$ cat src/logic/alu_core_pkg.sv
package alu_core_pkg;

	// aligned byte addresses on the register bus
	localparam logic [7:0] ADDR_ACC = 8'h00;
	localparam logic [7:0] ADDR_STATUS = 8'h04;
	localparam logic [7:0] ADDR_OPERAND = 8'h08;
	localparam logic [7:0] ADDR_COMMAND = 8'h0c;
	localparam logic [7:0] ADDR_RESULT = 8'h10;
	localparam logic [7:0] ADDR_PRODUCT = 8'h14;
	localparam logic [7:0] ADDR_FILE_BASE = 8'h40;
	localparam int FILE_DEPTH = 16;

	// flag bit positions in the arithmetic status register
	localparam int FLAG_C = 0;
	localparam int FLAG_DC = 1;
	localparam int FLAG_Z = 2;
	localparam int FLAG_OV = 3;
	localparam logic [3:0] STATUS_RESET = 4'h0;

	// command register fields
	localparam int CMD_OP_LSB = 0;
	localparam int CMD_SRC_LSB = 8;
	localparam int CMD_DST_LSB = 12;
	localparam int CMD_TO_FILE = 16;

	localparam logic [1:0] RESP_OKAY = 2'h0;
	localparam logic [1:0] RESP_SLVERR = 2'h2;

	typedef enum logic [3:0] {
		OP_ADD = 4'h0,
		OP_ADDC = 4'h1,
		OP_SUB = 4'h2,
		OP_SUBB = 4'h3,
		OP_AND = 4'h4,
		OP_IOR = 4'h5,
		OP_XOR = 4'h6,
		OP_RLC = 4'h7,
		OP_RRC = 4'h8,
		OP_RL = 4'h9,
		OP_RR = 4'ha,
		OP_MUL = 4'hb,
		OP_MOVFF = 4'hc,
		OP_MOVWF = 4'hd,
		OP_MOVFW = 4'he,
		OP_NOP = 4'hf
	} alu_op_t;

	typedef struct packed {
		logic [7:0] res;
		logic carry;
		logic dcarry;
		logic ovf;
		logic wr_c;
		logic wr_dc;
		logic wr_z;
		logic wr_ov;
	} alu_out_t;

endpackage : alu_core_pkg

$ cat src/logic/alu_byte_unit.sv
`timescale 1ns/1ps
module alu_byte_unit
	import alu_core_pkg::*;
(
	// operands
	input wire logic [7:0] acc,
	input wire logic [7:0] opnd,
	input wire logic cin,
	input wire alu_op_t op,
	// result
	output alu_out_t out
);

	logic [4:0] lo;
	logic [4:0] hi;
	logic [7:0] b;
	logic ci;
	logic sub;

	always_comb
	begin
		out = '0;
		sub = (op == OP_SUB) || (op == OP_SUBB);
		// subtract as opnd + ~acc + 1, so carry out is the inverse borrow
		b = sub ? ~acc : acc;
		ci = (op == OP_ADD) ? 1'b0 : ((op == OP_SUB) ? 1'b1 : cin);
		lo = {1'b0, opnd[3:0]} + {1'b0, b[3:0]} + {4'h0, ci};
		hi = {1'b0, opnd[7:4]} + {1'b0, b[7:4]} + {4'h0, lo[4]};
		unique case (op)
			OP_ADD, OP_ADDC, OP_SUB, OP_SUBB:
			begin
				out.res = {hi[3:0], lo[3:0]};
				out.carry = hi[4];
				out.dcarry = lo[4];
				// adder inputs of equal sign giving a result of the other sign
				out.ovf = (opnd[7] == b[7]) && (hi[3] != opnd[7]);
				out.wr_c = 1'b1;
				out.wr_dc = 1'b1;
				out.wr_z = 1'b1;
				out.wr_ov = 1'b1;
			end
			OP_AND:
			begin
				out.res = opnd & acc;
				out.wr_z = 1'b1;
			end
			OP_IOR:
			begin
				out.res = opnd | acc;
				out.wr_z = 1'b1;
			end
			OP_XOR:
			begin
				out.res = opnd ^ acc;
				out.wr_z = 1'b1;
			end
			OP_RLC:
			begin
				out.res = {opnd[6:0], cin};
				out.carry = opnd[7];
				out.wr_c = 1'b1;
			end
			OP_RRC:
			begin
				out.res = {cin, opnd[7:1]};
				out.carry = opnd[0];
				out.wr_c = 1'b1;
			end
			OP_RL:
				out.res = {opnd[6:0], opnd[7]};
			OP_RR:
				out.res = {opnd[0], opnd[7:1]};
			OP_MOVFW, OP_MOVWF, OP_MOVFF:
				out.res = opnd;
			OP_MUL, OP_NOP:
				out.res = acc;
		endcase
	end

endmodule : alu_byte_unit

$ cat src/logic/alu_status_multiplier_core.sv
`timescale 1ns/1ps
// How it works
// - eight-bit unit adds, subtracts, shifts and does logic operations
// - operations run between the eight-bit accumulator and any file register
// - arithmetic results are two's complement
// - carry, digit carry, zero and overflow flags update per operation
// - in subtraction carry means no borrow, digit carry means no digit borrow
// - overflow set when signed result leaves -128 to 127
// - overflow uses only the sign bits (bit7) of the two adder inputs and of the result
// - eight by eight multiply gives sixteen-bit product in one cycle
// - file-to-file move bypasses the accumulator
// - sixteen-bit instruction words taken on their own command port
// - fetch and execute overlap; each command completes in one cycle
// - accumulator, status and program counter are readable in the register map
// - program counter is sixteen bits, reaching 64K words
module alu_status_multiplier_core
	import alu_core_pkg::*;
#(
	parameter int DEPTH = FILE_DEPTH
)
(
	// clock and reset
	input wire logic aclk,
	input wire logic aresetn,
	// instruction word from the decoder
	input wire logic [15:0] instr_word,
	input wire logic instr_valid,
	output logic instr_ready,
	// execution state
	output logic [15:0] program_counter,
	output logic [7:0] working_accumulator,
	output logic [3:0] arith_status_register,
	// axi4-lite write address
	input wire logic [7:0] s_axi_awaddr,
	input wire logic s_axi_awvalid,
	output logic s_axi_awready,
	// axi4-lite write data
	input wire logic [31:0] s_axi_wdata,
	input wire logic [3:0] s_axi_wstrb,
	input wire logic s_axi_wvalid,
	output logic s_axi_wready,
	// axi4-lite write response
	output logic [1:0] s_axi_bresp,
	output logic s_axi_bvalid,
	input wire logic s_axi_bready,
	// axi4-lite read address
	input wire logic [7:0] s_axi_araddr,
	input wire logic s_axi_arvalid,
	output logic s_axi_arready,
	// axi4-lite read data
	output logic [31:0] s_axi_rdata,
	output logic [1:0] s_axi_rresp,
	output logic s_axi_rvalid,
	input wire logic s_axi_rready
);

	initial
	begin
		if (DEPTH < 2 || DEPTH > 16)
			$error("DEPTH must lie in 2..16");
	end

	////////////////////////////////////////////////////////////////////////////
	// state

	typedef struct packed {
		logic [7:0] acc_r;
		logic [3:0] flags_r;
		logic [7:0] operand_r;
		logic [7:0] result_r;
		logic [15:0] product_r;
		logic [15:0] pc_r;
		logic [7:0] aw_addr_r;
		logic aw_have_r;
		logic [31:0] w_data_r;
		logic [3:0] w_strb_r;
		logic w_have_r;
		logic bvalid_r;
		logic [1:0] bresp_r;
		logic rvalid_r;
		logic [31:0] rdata_r;
		logic [1:0] rresp_r;
		logic [DEPTH-1:0][7:0] file_r;
	} state_t;

	state_t st_r;
	state_t st_nxt;

	////////////////////////////////////////////////////////////////////////////
	// command decode and datapath

	alu_op_t op;
	logic [3:0] src_idx;
	logic [3:0] dst_idx;
	logic to_file;
	logic exec_go;
	logic sw_go;
	logic [15:0] cmd;
	logic [7:0] src_val;
	alu_out_t alu_res;
	logic [15:0] mul_prod;
	logic wr_fire;
	logic [7:0] wr_addr;
	logic [31:0] wr_data;
	logic [3:0] wr_strb;

	assign wr_fire = (st_r.aw_have_r || s_axi_awvalid) && (st_r.w_have_r || s_axi_wvalid) && !st_r.bvalid_r;
	assign wr_addr = st_r.aw_have_r ? st_r.aw_addr_r : s_axi_awaddr;
	assign wr_data = st_r.w_have_r ? st_r.w_data_r : s_axi_wdata;
	assign wr_strb = st_r.w_have_r ? st_r.w_strb_r : s_axi_wstrb;
	assign sw_go = wr_fire && (wr_addr == ADDR_COMMAND) && wr_strb[0] && wr_strb[1];

	// the decoder port wins; a software command in the same cycle is dropped,
	// though its bus write still completes with an okay response
	assign instr_ready = 1'b1;
	assign exec_go = instr_valid || sw_go;
	assign cmd = instr_valid ? instr_word : wr_data[15:0];
	assign op = alu_op_t'(cmd[CMD_OP_LSB +: 4]);
	assign src_idx = cmd[CMD_SRC_LSB +: 4];
	assign dst_idx = cmd[CMD_DST_LSB +: 4];
	assign to_file = instr_valid ? instr_word[7] : wr_data[CMD_TO_FILE];

	always_comb
	begin
		if (32'(src_idx) < DEPTH)
			src_val = st_r.file_r[src_idx];
		else
			src_val = st_r.operand_r;
	end

	alu_byte_unit u_alu
	(
		.acc(st_r.acc_r),
		.opnd(src_val),
		.cin(st_r.flags_r[FLAG_C]),
		.op(op),
		.out(alu_res)
	);

	assign mul_prod = st_r.acc_r * src_val;

	////////////////////////////////////////////////////////////////////////////
	// next state

	always_comb
	begin
		st_nxt = st_r;
		// write channel
		if (s_axi_awvalid && !st_r.aw_have_r && !wr_fire)
		begin
			st_nxt.aw_have_r = 1'b1;
			st_nxt.aw_addr_r = s_axi_awaddr;
		end
		if (s_axi_wvalid && !st_r.w_have_r && !wr_fire)
		begin
			st_nxt.w_have_r = 1'b1;
			st_nxt.w_data_r = s_axi_wdata;
			st_nxt.w_strb_r = s_axi_wstrb;
		end
		if (st_r.bvalid_r && s_axi_bready)
			st_nxt.bvalid_r = 1'b0;
		if (wr_fire)
		begin
			st_nxt.aw_have_r = 1'b0;
			st_nxt.w_have_r = 1'b0;
			st_nxt.bvalid_r = 1'b1;
			st_nxt.bresp_r = RESP_OKAY;
			if (wr_addr == ADDR_ACC && wr_strb[0])
				st_nxt.acc_r = wr_data[7:0];
			else if (wr_addr == ADDR_STATUS && wr_strb[0])
				st_nxt.flags_r = wr_data[3:0];
			else if (wr_addr == ADDR_OPERAND && wr_strb[0])
				st_nxt.operand_r = wr_data[7:0];
			else if (wr_addr >= ADDR_FILE_BASE && wr_addr < ADDR_FILE_BASE + 8'(4 * DEPTH))
			begin
				if (wr_strb[0])
					st_nxt.file_r[wr_addr[5:2]] = wr_data[7:0];
			end
			else if (wr_addr != ADDR_COMMAND)
				st_nxt.bresp_r = RESP_SLVERR;
		end
		// read channel
		if (st_r.rvalid_r && s_axi_rready)
			st_nxt.rvalid_r = 1'b0;
		if (s_axi_arvalid && !st_r.rvalid_r)
		begin
			st_nxt.rvalid_r = 1'b1;
			st_nxt.rresp_r = RESP_OKAY;
			st_nxt.rdata_r = '0;
			if (s_axi_araddr == ADDR_ACC)
				st_nxt.rdata_r[7:0] = st_r.acc_r;
			else if (s_axi_araddr == ADDR_STATUS)
				st_nxt.rdata_r[3:0] = st_r.flags_r;
			else if (s_axi_araddr == ADDR_OPERAND)
				st_nxt.rdata_r[7:0] = st_r.operand_r;
			else if (s_axi_araddr == ADDR_COMMAND)
				st_nxt.rdata_r[15:0] = st_r.pc_r;
			else if (s_axi_araddr == ADDR_RESULT)
				st_nxt.rdata_r[7:0] = st_r.result_r;
			else if (s_axi_araddr == ADDR_PRODUCT)
				st_nxt.rdata_r[15:0] = st_r.product_r;
			else if (s_axi_araddr >= ADDR_FILE_BASE && s_axi_araddr < ADDR_FILE_BASE + 8'(4 * DEPTH))
				st_nxt.rdata_r[7:0] = st_r.file_r[s_axi_araddr[5:2]];
			else
				st_nxt.rresp_r = RESP_SLVERR;
		end
		// execute: one command per cycle, program counter advances with each
		if (exec_go)
		begin
			st_nxt.pc_r = st_r.pc_r + 16'h0001;
			if (op == OP_MUL)
				st_nxt.product_r = mul_prod;
			else if (op == OP_MOVFF)
			begin
				if (32'(dst_idx) < DEPTH)
					st_nxt.file_r[dst_idx] = src_val;
				st_nxt.result_r = src_val;
			end
			else if (op == OP_MOVWF)
			begin
				if (32'(dst_idx) < DEPTH)
					st_nxt.file_r[dst_idx] = st_r.acc_r;
				st_nxt.result_r = st_r.acc_r;
			end
			else if (op != OP_NOP)
			begin
				st_nxt.result_r = alu_res.res;
				if (to_file && 32'(src_idx) < DEPTH)
					st_nxt.file_r[src_idx] = alu_res.res;
				else
					st_nxt.acc_r = alu_res.res;
				if (alu_res.wr_c)
					st_nxt.flags_r[FLAG_C] = alu_res.carry;
				if (alu_res.wr_dc)
					st_nxt.flags_r[FLAG_DC] = alu_res.dcarry;
				if (alu_res.wr_z)
					st_nxt.flags_r[FLAG_Z] = (alu_res.res == 8'h00);
				if (alu_res.wr_ov)
					st_nxt.flags_r[FLAG_OV] = alu_res.ovf;
			end
		end
	end

	always_ff @(posedge aclk)
	begin
		if (!aresetn)
		begin
			st_r <= '0;
			st_r.flags_r <= STATUS_RESET;
		end
		else
			st_r <= st_nxt;
	end

	////////////////////////////////////////////////////////////////////////////
	// outputs

	assign program_counter = st_r.pc_r;
	assign working_accumulator = st_r.acc_r;
	assign arith_status_register = st_r.flags_r;
	assign s_axi_awready = !st_r.aw_have_r;
	assign s_axi_wready = !st_r.w_have_r;
	assign s_axi_bvalid = st_r.bvalid_r;
	assign s_axi_bresp = st_r.bresp_r;
	assign s_axi_arready = !st_r.rvalid_r;
	assign s_axi_rvalid = st_r.rvalid_r;
	assign s_axi_rdata = st_r.rdata_r;
	assign s_axi_rresp = st_r.rresp_r;

endmodule : alu_status_multiplier_core

$ cat config.mk
export PLATFORM = sky130hd
export DESIGN_NAME = alu_status_multiplier_core
export DESIGN_NICKNAME = d
export VERILOG_FILES = /design/src/logic/alu_core_pkg.sv /design/src/logic/alu_byte_unit.sv /design/src/logic/alu_status_multiplier_core.sv
export SDC_FILE = /design/constraint.sdc
export NUM_CORES = 1
export LEC_CHECK = 0
export ABC_AREA = 1
export ABC_CLOCK_PERIOD_IN_PS = 6800
export BUFFER_PORTS_ARGS = -buffer_cell sky130_fd_sc_hd__buf_4
export CORE_MARGIN = 3
export CORE_UTILIZATION = 45
export CTS_BUF_LIST = sky130_fd_sc_hd__clkbuf_16
export CTS_CLUSTER_SIZE = 30
export DETAILED_ROUTE_END_ITERATION = 6
export HOLD_SLACK_MARGIN = 0.15
export PLACE_DENSITY_LB_ADDON = 0.1
export SLEW_MARGIN = 20
export SYNTH_ARGS = -nofsm -noshare
export SYNTH_HDL_FRONTEND = slang
export SYNTH_HIERARCHICAL = 1
export SYNTH_SLANG_ARGS = --single-unit
$ cat constraint.sdc
create_clock -name aclk -period 6.8 [get_ports aclk]
set_input_delay 1.02 -clock aclk [delete_from_list [all_inputs] [get_ports aclk]]
set_output_delay 1.02 -clock aclk [all_outputs]
set_load 0.01 [all_outputs]
[Word level (Yosys, flattened, before mapping)]
Cells that the tools add are included.
Word-level totals
  register bits: 239
  bits of input ports: 76
  output and inout port bits: 70
  logic and storage cells: 217
Operators by class
  $add $sub $neg: 5
  $mul: 1
  magnitude comparators: 11
  eq/ne operators: 27
  mux-type cells: 87
  bitwise logic cells: 8
  reduce and logical (&&, ||, !) cells: 46
Operators with widths (number)
  128-bit 2-to-1 mux: 12
  128-bit bitwise mux: 4
  8-bit 2-to-1 mux: 23
  8-bit demux with 4-bit select: 3
  12-bit 2-to-1 mux: 7
  8-bit case mux with 10 select lines: 1
  8-bit binary-select mux with 4-bit select: 2
  35-bit 2-to-1 mux: 1
  4-bit equality test (second input constant): 8
  8-bit by 4-bit equality test with 1-bit output (second input constant): 4
  16-bit 2-to-1 mux: 2
  2-bit 2-to-1 mux: 14
  8-bit zero test: 3
  1-bit logical AND: 21
  4-bit by 5-bit less-than comparator with 1-bit output (second input constant): 4
  20-bit 2-to-1 mux: 1
  17-bit 2-to-1 mux: 1
  16-bit by 1-bit adder with 16-bit output (second input constant): 1
  4-bit by 3-bit equality test with 1-bit output (second input constant): 4
  8-bit by 3-bit equality test with 1-bit output (second input constant): 2
  8-bit by 5-bit equality test with 1-bit output (second input constant): 2
  8-bit by 7-bit greater-or-equal comparator with 1-bit output (second input constant): 2
  8-bit less-than comparator (second input constant): 2
  8-bit by 8-bit multiplier with 16-bit output: 1
  other kinds (31): 60

[Logic depth before layout (Yosys ltp)]
  depth after elaboration: 19
  gate-level depth with buffers: 36

[Hierarchy]
The synthesis kept the hierarchy.
Modules (own cells, without submodules)
  alu_status_multiplier_core: instances 1, cells an instance 3146, area an instance 19655.1 sq um
  alu_byte_unit: instances 1, cells an instance 265, area an instance 1519.0 sq um

[Worst setup path after synthesis]
Ideal clock, no wire load.
  path type: input -> register
  start point: input instr_valid
  end point: register st_r[242] in the netlist's numbering
  library setup time: 0.117 ns
  data arrival time: 5.808 ns
  required time: 6.683 ns
  path slack: 0.875 ns
  cell stages on the path: 31
  path buffers: 3
  cells stage by stage: buf_4 > inv_6 > nand3_4 > buf_6 > buf_2 > nand3_1 > nand2_1 > nand2_1 > nand2_1 > nand2_1 > nand2_1 > nor2_4 > inv_1 > nor2_1 > fa_1 > fa_1 > fa_1 > inv_1 > fa_1 > inv_1 > ha_1 > a21oi_1 > o21ai_0 > a21oi_1 > o21ai_0 > nand2_1 > nand2_1 > a21oi_1 > o21ai_0 > a21oi_1 > nor2_1
On the way
  word-level cells in the longest chain between the ends: 4
Ends and longest elaborated chain
  start, declared: RTL line alu_status_multiplier_core.sv:27  | input wire logic instr_valid,
  16-bit 2-to-1 mux: RTL line alu_status_multiplier_core.sv:117  | assign cmd = instr_valid ? instr_word : wr_data[15:0];
  8-bit binary-select mux with 4-bit select: RTL line alu_status_multiplier_core.sv:126  | src_val = st_r.file_r[src_idx];
  8-bit 2-to-1 mux (not written as such): RTL line alu_status_multiplier_core.sv:126
  via src_val[4]: RTL line alu_status_multiplier_core.sv:99  | logic [7:0] src_val;
  8-bit by 8-bit multiplier with 16-bit output: RTL line alu_status_multiplier_core.sv:140  | assign mul_prod = st_r.acc_r * src_val;
  end signal, assigned: RTL line alu_status_multiplier_core.sv:252  | st_r <= st_nxt;
  end, declared: RTL line alu_status_multiplier_core.sv:86  | state_t st_r;
The timed path passes the listed nets, and every way through them passes these cells. The select of a mux whose other input is x is not followed.
A chain may end at the register's enable or synchronous reset.

[Worst setup path in the final report]
  start point: register st_r[166] in the netlist's numbering
  end point: register st_r[242] in the netlist's numbering
RTL lines
  17-bit 2-to-1 mux: RTL line alu_status_multiplier_core.sv:109  | assign wr_data = st_r.w_have_r ? st_r.w_data_r : s_axi_wdata;
  16-bit 2-to-1 mux: RTL line alu_status_multiplier_core.sv:117
  8-bit binary-select mux with 4-bit select: RTL line alu_status_multiplier_core.sv:126
  8-bit 2-to-1 mux (not written as such): RTL line alu_status_multiplier_core.sv:126
  via src_val[3]: RTL line alu_status_multiplier_core.sv:99
  8-bit by 8-bit multiplier with 16-bit output: RTL line alu_status_multiplier_core.sv:140
The timed path passes the listed nets, and every way through them passes these cells. The select of a mux whose other input is x is not followed.

==> results.py <==
metrics = {
    "critical_path": {
        "cp_common_cell": "nand2_1",
        "arrival_ns": 6.56,
        "start_kind": "flop",
        "critical_path_class": "flop to flop",
        "crit_fanout": 12,
        "crit_family": "adder cells",
        "endpoint_kind": "flop",
        "crit_path_max_incr_delay_ns": 0.65,
        "cp.required_ns": 7.29,
        "cp_slowest_cell": "dfxtp_1",
        "crit_buf_inv": 6,
    },
    "pwr": {
        "peakVddDrop_v": 0.000239,
        "power_density_mw_per_mm2": 234,
        "leakage_nw": 11.0,
    },
    "logic_synthesis": {
        "synth_area_leaders": "dfxtp_1 (22%), nand2_1 (15%), inv_1 (7.3%)",
        "syn_area_per_cell_sq_um": 6.21,
        "yosysSeqAreaShare_pct": 22.4,
        "synthCells": 3411,
        "synth_top_area_share_pct": 22.4,
        "synth_area_sq_mm": 0.0212,
        "async_flop_share_pct": 0,
        "synth.largest_area_cell": "dfxtp_1",
        "synth_ff_type": "dfxtp_1",
        "ys_warn_count": 6,
        "ys_ff_latch": 237,
        "ys_types": 63,
        "synth_edf_count": 0,
    },
    "timing": {
        "finalCriticalPeriod_ns": 6.07,
        "fmax_mhz": 165,
        "tightest_slew_ns": 1.17,
        "setup_viol": 0,
        "slew_viol_final": 0,
        "fin_crit_sh_pct": 89.3,
        "rsz0062_at_grt": "no",
        "finalClockSkew_ns": 0.0171,
        "slew_headroom_pct": 21.7,
        "finalSetupTns_ns": 0,
        "hold_violations": 0,
    },
    "final_layout": {
        "nets": 3579,
        "drive_gt1_share_pct": 12.0,
        "area_delta_synth_final_pct": 9.01,
        "fin_area_sq_mm": 0.0231,
    },
    "grt": {
        "met3_usage_pct": 6.29,
        "met2_usage_pct": 54.6,
        "grt_max_degree": 97,
        "grt_first_pass_wirelength_um": 134000,
        "busiest_layer": "met2",
        "grt_antenna_before_repair": 4,
        "grt_usage_pct": 34.9,
        "grt_overflow": 0,
        "grt_util_met1_pct": 46.3,
        "grt_pass1_vias": 21800,
    },
    "min_path": {
        "holdCritPathClass": "flop to flop",
    },
    "placement": {
        "placed_cell_area_sq_mm": 0.0221,
        "portBuffers": 106,
        "gp_congestion": 1.02,
        "detailed_place_hpwl_um": 63900,
    },
    "clocking": {
        "cts_setup_buffers": 0,
        "clkSlewWorstSetupHoldPaths_ns": 0.07,
        "cts.hold.buffers_added": 0,
        "clk_path_buf_depth": 3,
        "clock_latency_ns": 0.60,
        "cts_tree": "built",
        "htree_levels": 1,
        "root_buffer": "clkbuf_16",
        "cts_resized": 0,
        "clock_sinks": 237,
        "cts_made_buffers": 30,
    },
    "routing": {
        "routed_via_density": 5.92,
        "drc": 0,
        "detail-route-antenna-nets": 0,
        "wl_per_cell_um": 22.6,
        "vias": 23900,
        "drt_iter0_markers": 3112,
        "drt_first_pass_iters": 6,
        "wl_um": 91200,
    },
    "die": {
        "die_h_um": 223,
        "core_area_sq_mm": 0.0460,
        "rows": 78,
        "dieArea_sq_mm": 0.0497,
        "initial_core_util_pct": 46.1,
        "die_width_um": 223,
        "ios": 146,
    },
    "flow_run": {
        "maxCapViolations": 0,
    },
    "outcome": {
        "status": "finished, final reports clean",
    },
}
## final timing paths
path                     startpoint                     end  slack (ns)  cells past startpoint
min          st_r[252]$_SDFFE_PN0P_  st_r[252]$_SDFFE_PN0P_        0.45                      2
max reg2reg  st_r[166]$_SDFFE_PP0P_  st_r[242]$_SDFFE_PN0P_        0.73                     29
min reg2reg  st_r[252]$_SDFFE_PN0P_  st_r[252]$_SDFFE_PN0P_        0.45                      2
max          st_r[166]$_SDFFE_PP0P_  st_r[242]$_SDFFE_PN0P_        0.73                     29
## routing by layer
layer,share of wire (%),vias to the layer above
met2,44,1336
met3,10,262
li1,-,11100
met1,40,11200
met4,5.7,2
met5,0.015,-
## state kept, by name (all words and copies together) (netlist names)
name	flops
arith_status_register	4
program_counter	16
s_axi_bresp	1
s_axi_bvalid	1
s_axi_rdata	16
s_axi_rresp	1
s_axi_rvalid	1
st_r	189
working_accumulator	8
## worst register-to-register path: cells and delay by family, from the launching register on
kind	cells	cell delay [ns]
and+or+nand+nor	10	1.16
DFF	1	0.65
adders and majority gates	5	2.26
buffers and inverters	6	0.84
AOI/OAI and AO/OA	8	1.05
## logic make-up (layout without fill, tap and decap cells)
kind of cell    Yosys count  count (layout)  share of synthesized area [%]
mux                       1               1                         0.0473
fa+ha+maj                99              99                           7.27
simple gates           1500            1500                           31.8
other cells               2              21                         0.0355
buf+inv                 698             698                           14.9
compound gates          852             852                           22.6
xor+xnor                 22              22                          0.910
flops                   237             237                           22.4
## layout make-up
| cell class | instances | area (sq um) |
|---|---|---|
| diodes | 2 | 5.00 |
| multi-input cells | 2493 | 13300 |
| inverters | 467 | 1780 |
| repair buffers | 175 | 1450 |
| flip-flops and latches | 237 | 4740 |
| well taps | 600 | 751 |
| clock inverters | 25 | 246 |
| clock buffers | 31 | 776 |
| fillers | 4782 | 22900 |
## through the flow
| step | power [mW] | worst slack [ns] | util [%] | cells | hold WS [ns] |
|---|---|---|---|---|---|
| 2_1_floorplan | 2.82 | 0.875 | - | 3428 | 0.424 |
| 3_3_place_gp | 3.59 | 0.341 | 47.9 | 3971 | 0.434 |
| 3_5_place_dp | 3.62 | 0.333 | 48.0 | 3972 | 0.438 |
| 4_1_cts | 5.33 | 0.755 | 50.2 | 4028 | 0.448 |
| 5_1_grt | 5.59 | 0.218 | 50.2 | 4030 | 0.467 |
| 6_report | 5.39 | 0.726 | 50.2 | 4030 | 0.452 |
## report_power, final
part	total, mW	switching (mW)	internal (mW)
registers	1.51	0.0488	1.46
logic	2.16	1.55	0.601
clock network	1.73	0.718	1.01
## cell usage after synthesis (59+ instances only)
cell type  count
a21oi_1      294
buf_4         82
clkbuf_1      77
dfxtp_1      237
ha_1          59
inv_1        414
nand2_1      866
nand3_1      199
nor2_1       235
o21ai_0      246
o21ai_1      106
o22ai_1      129
## cell usage in the layout, fill, tap and decap left out, types with 17 or more instances in the layout
master | Yosys | layout
nand2_2 | 35 | 35
dfxtp_1 | 237 | 237
conb_1 | 2 | 19
clkbuf_16 | 0 | 31
nor2_4 | 31 | 31
clkinv_1 | 9 | 17
o211ai_1 | 21 | 21
nand4_1 | 45 | 45
nor2_2 | 17 | 18
ha_1 | 59 | 59
xor2_1 | 19 | 19
a21oi_1 | 294 | 294
o21ai_0 | 246 | 246
inv_1 | 414 | 417
buf_4 | 82 | 165
nand2_1 | 866 | 866
nand3_1 | 199 | 199
o22ai_1 | 129 | 129
fa_1 | 40 | 40
inv_2 | 37 | 36
o21ai_1 | 106 | 106
nor2_1 | 235 | 234
Power figures use the tool's default switching activity.
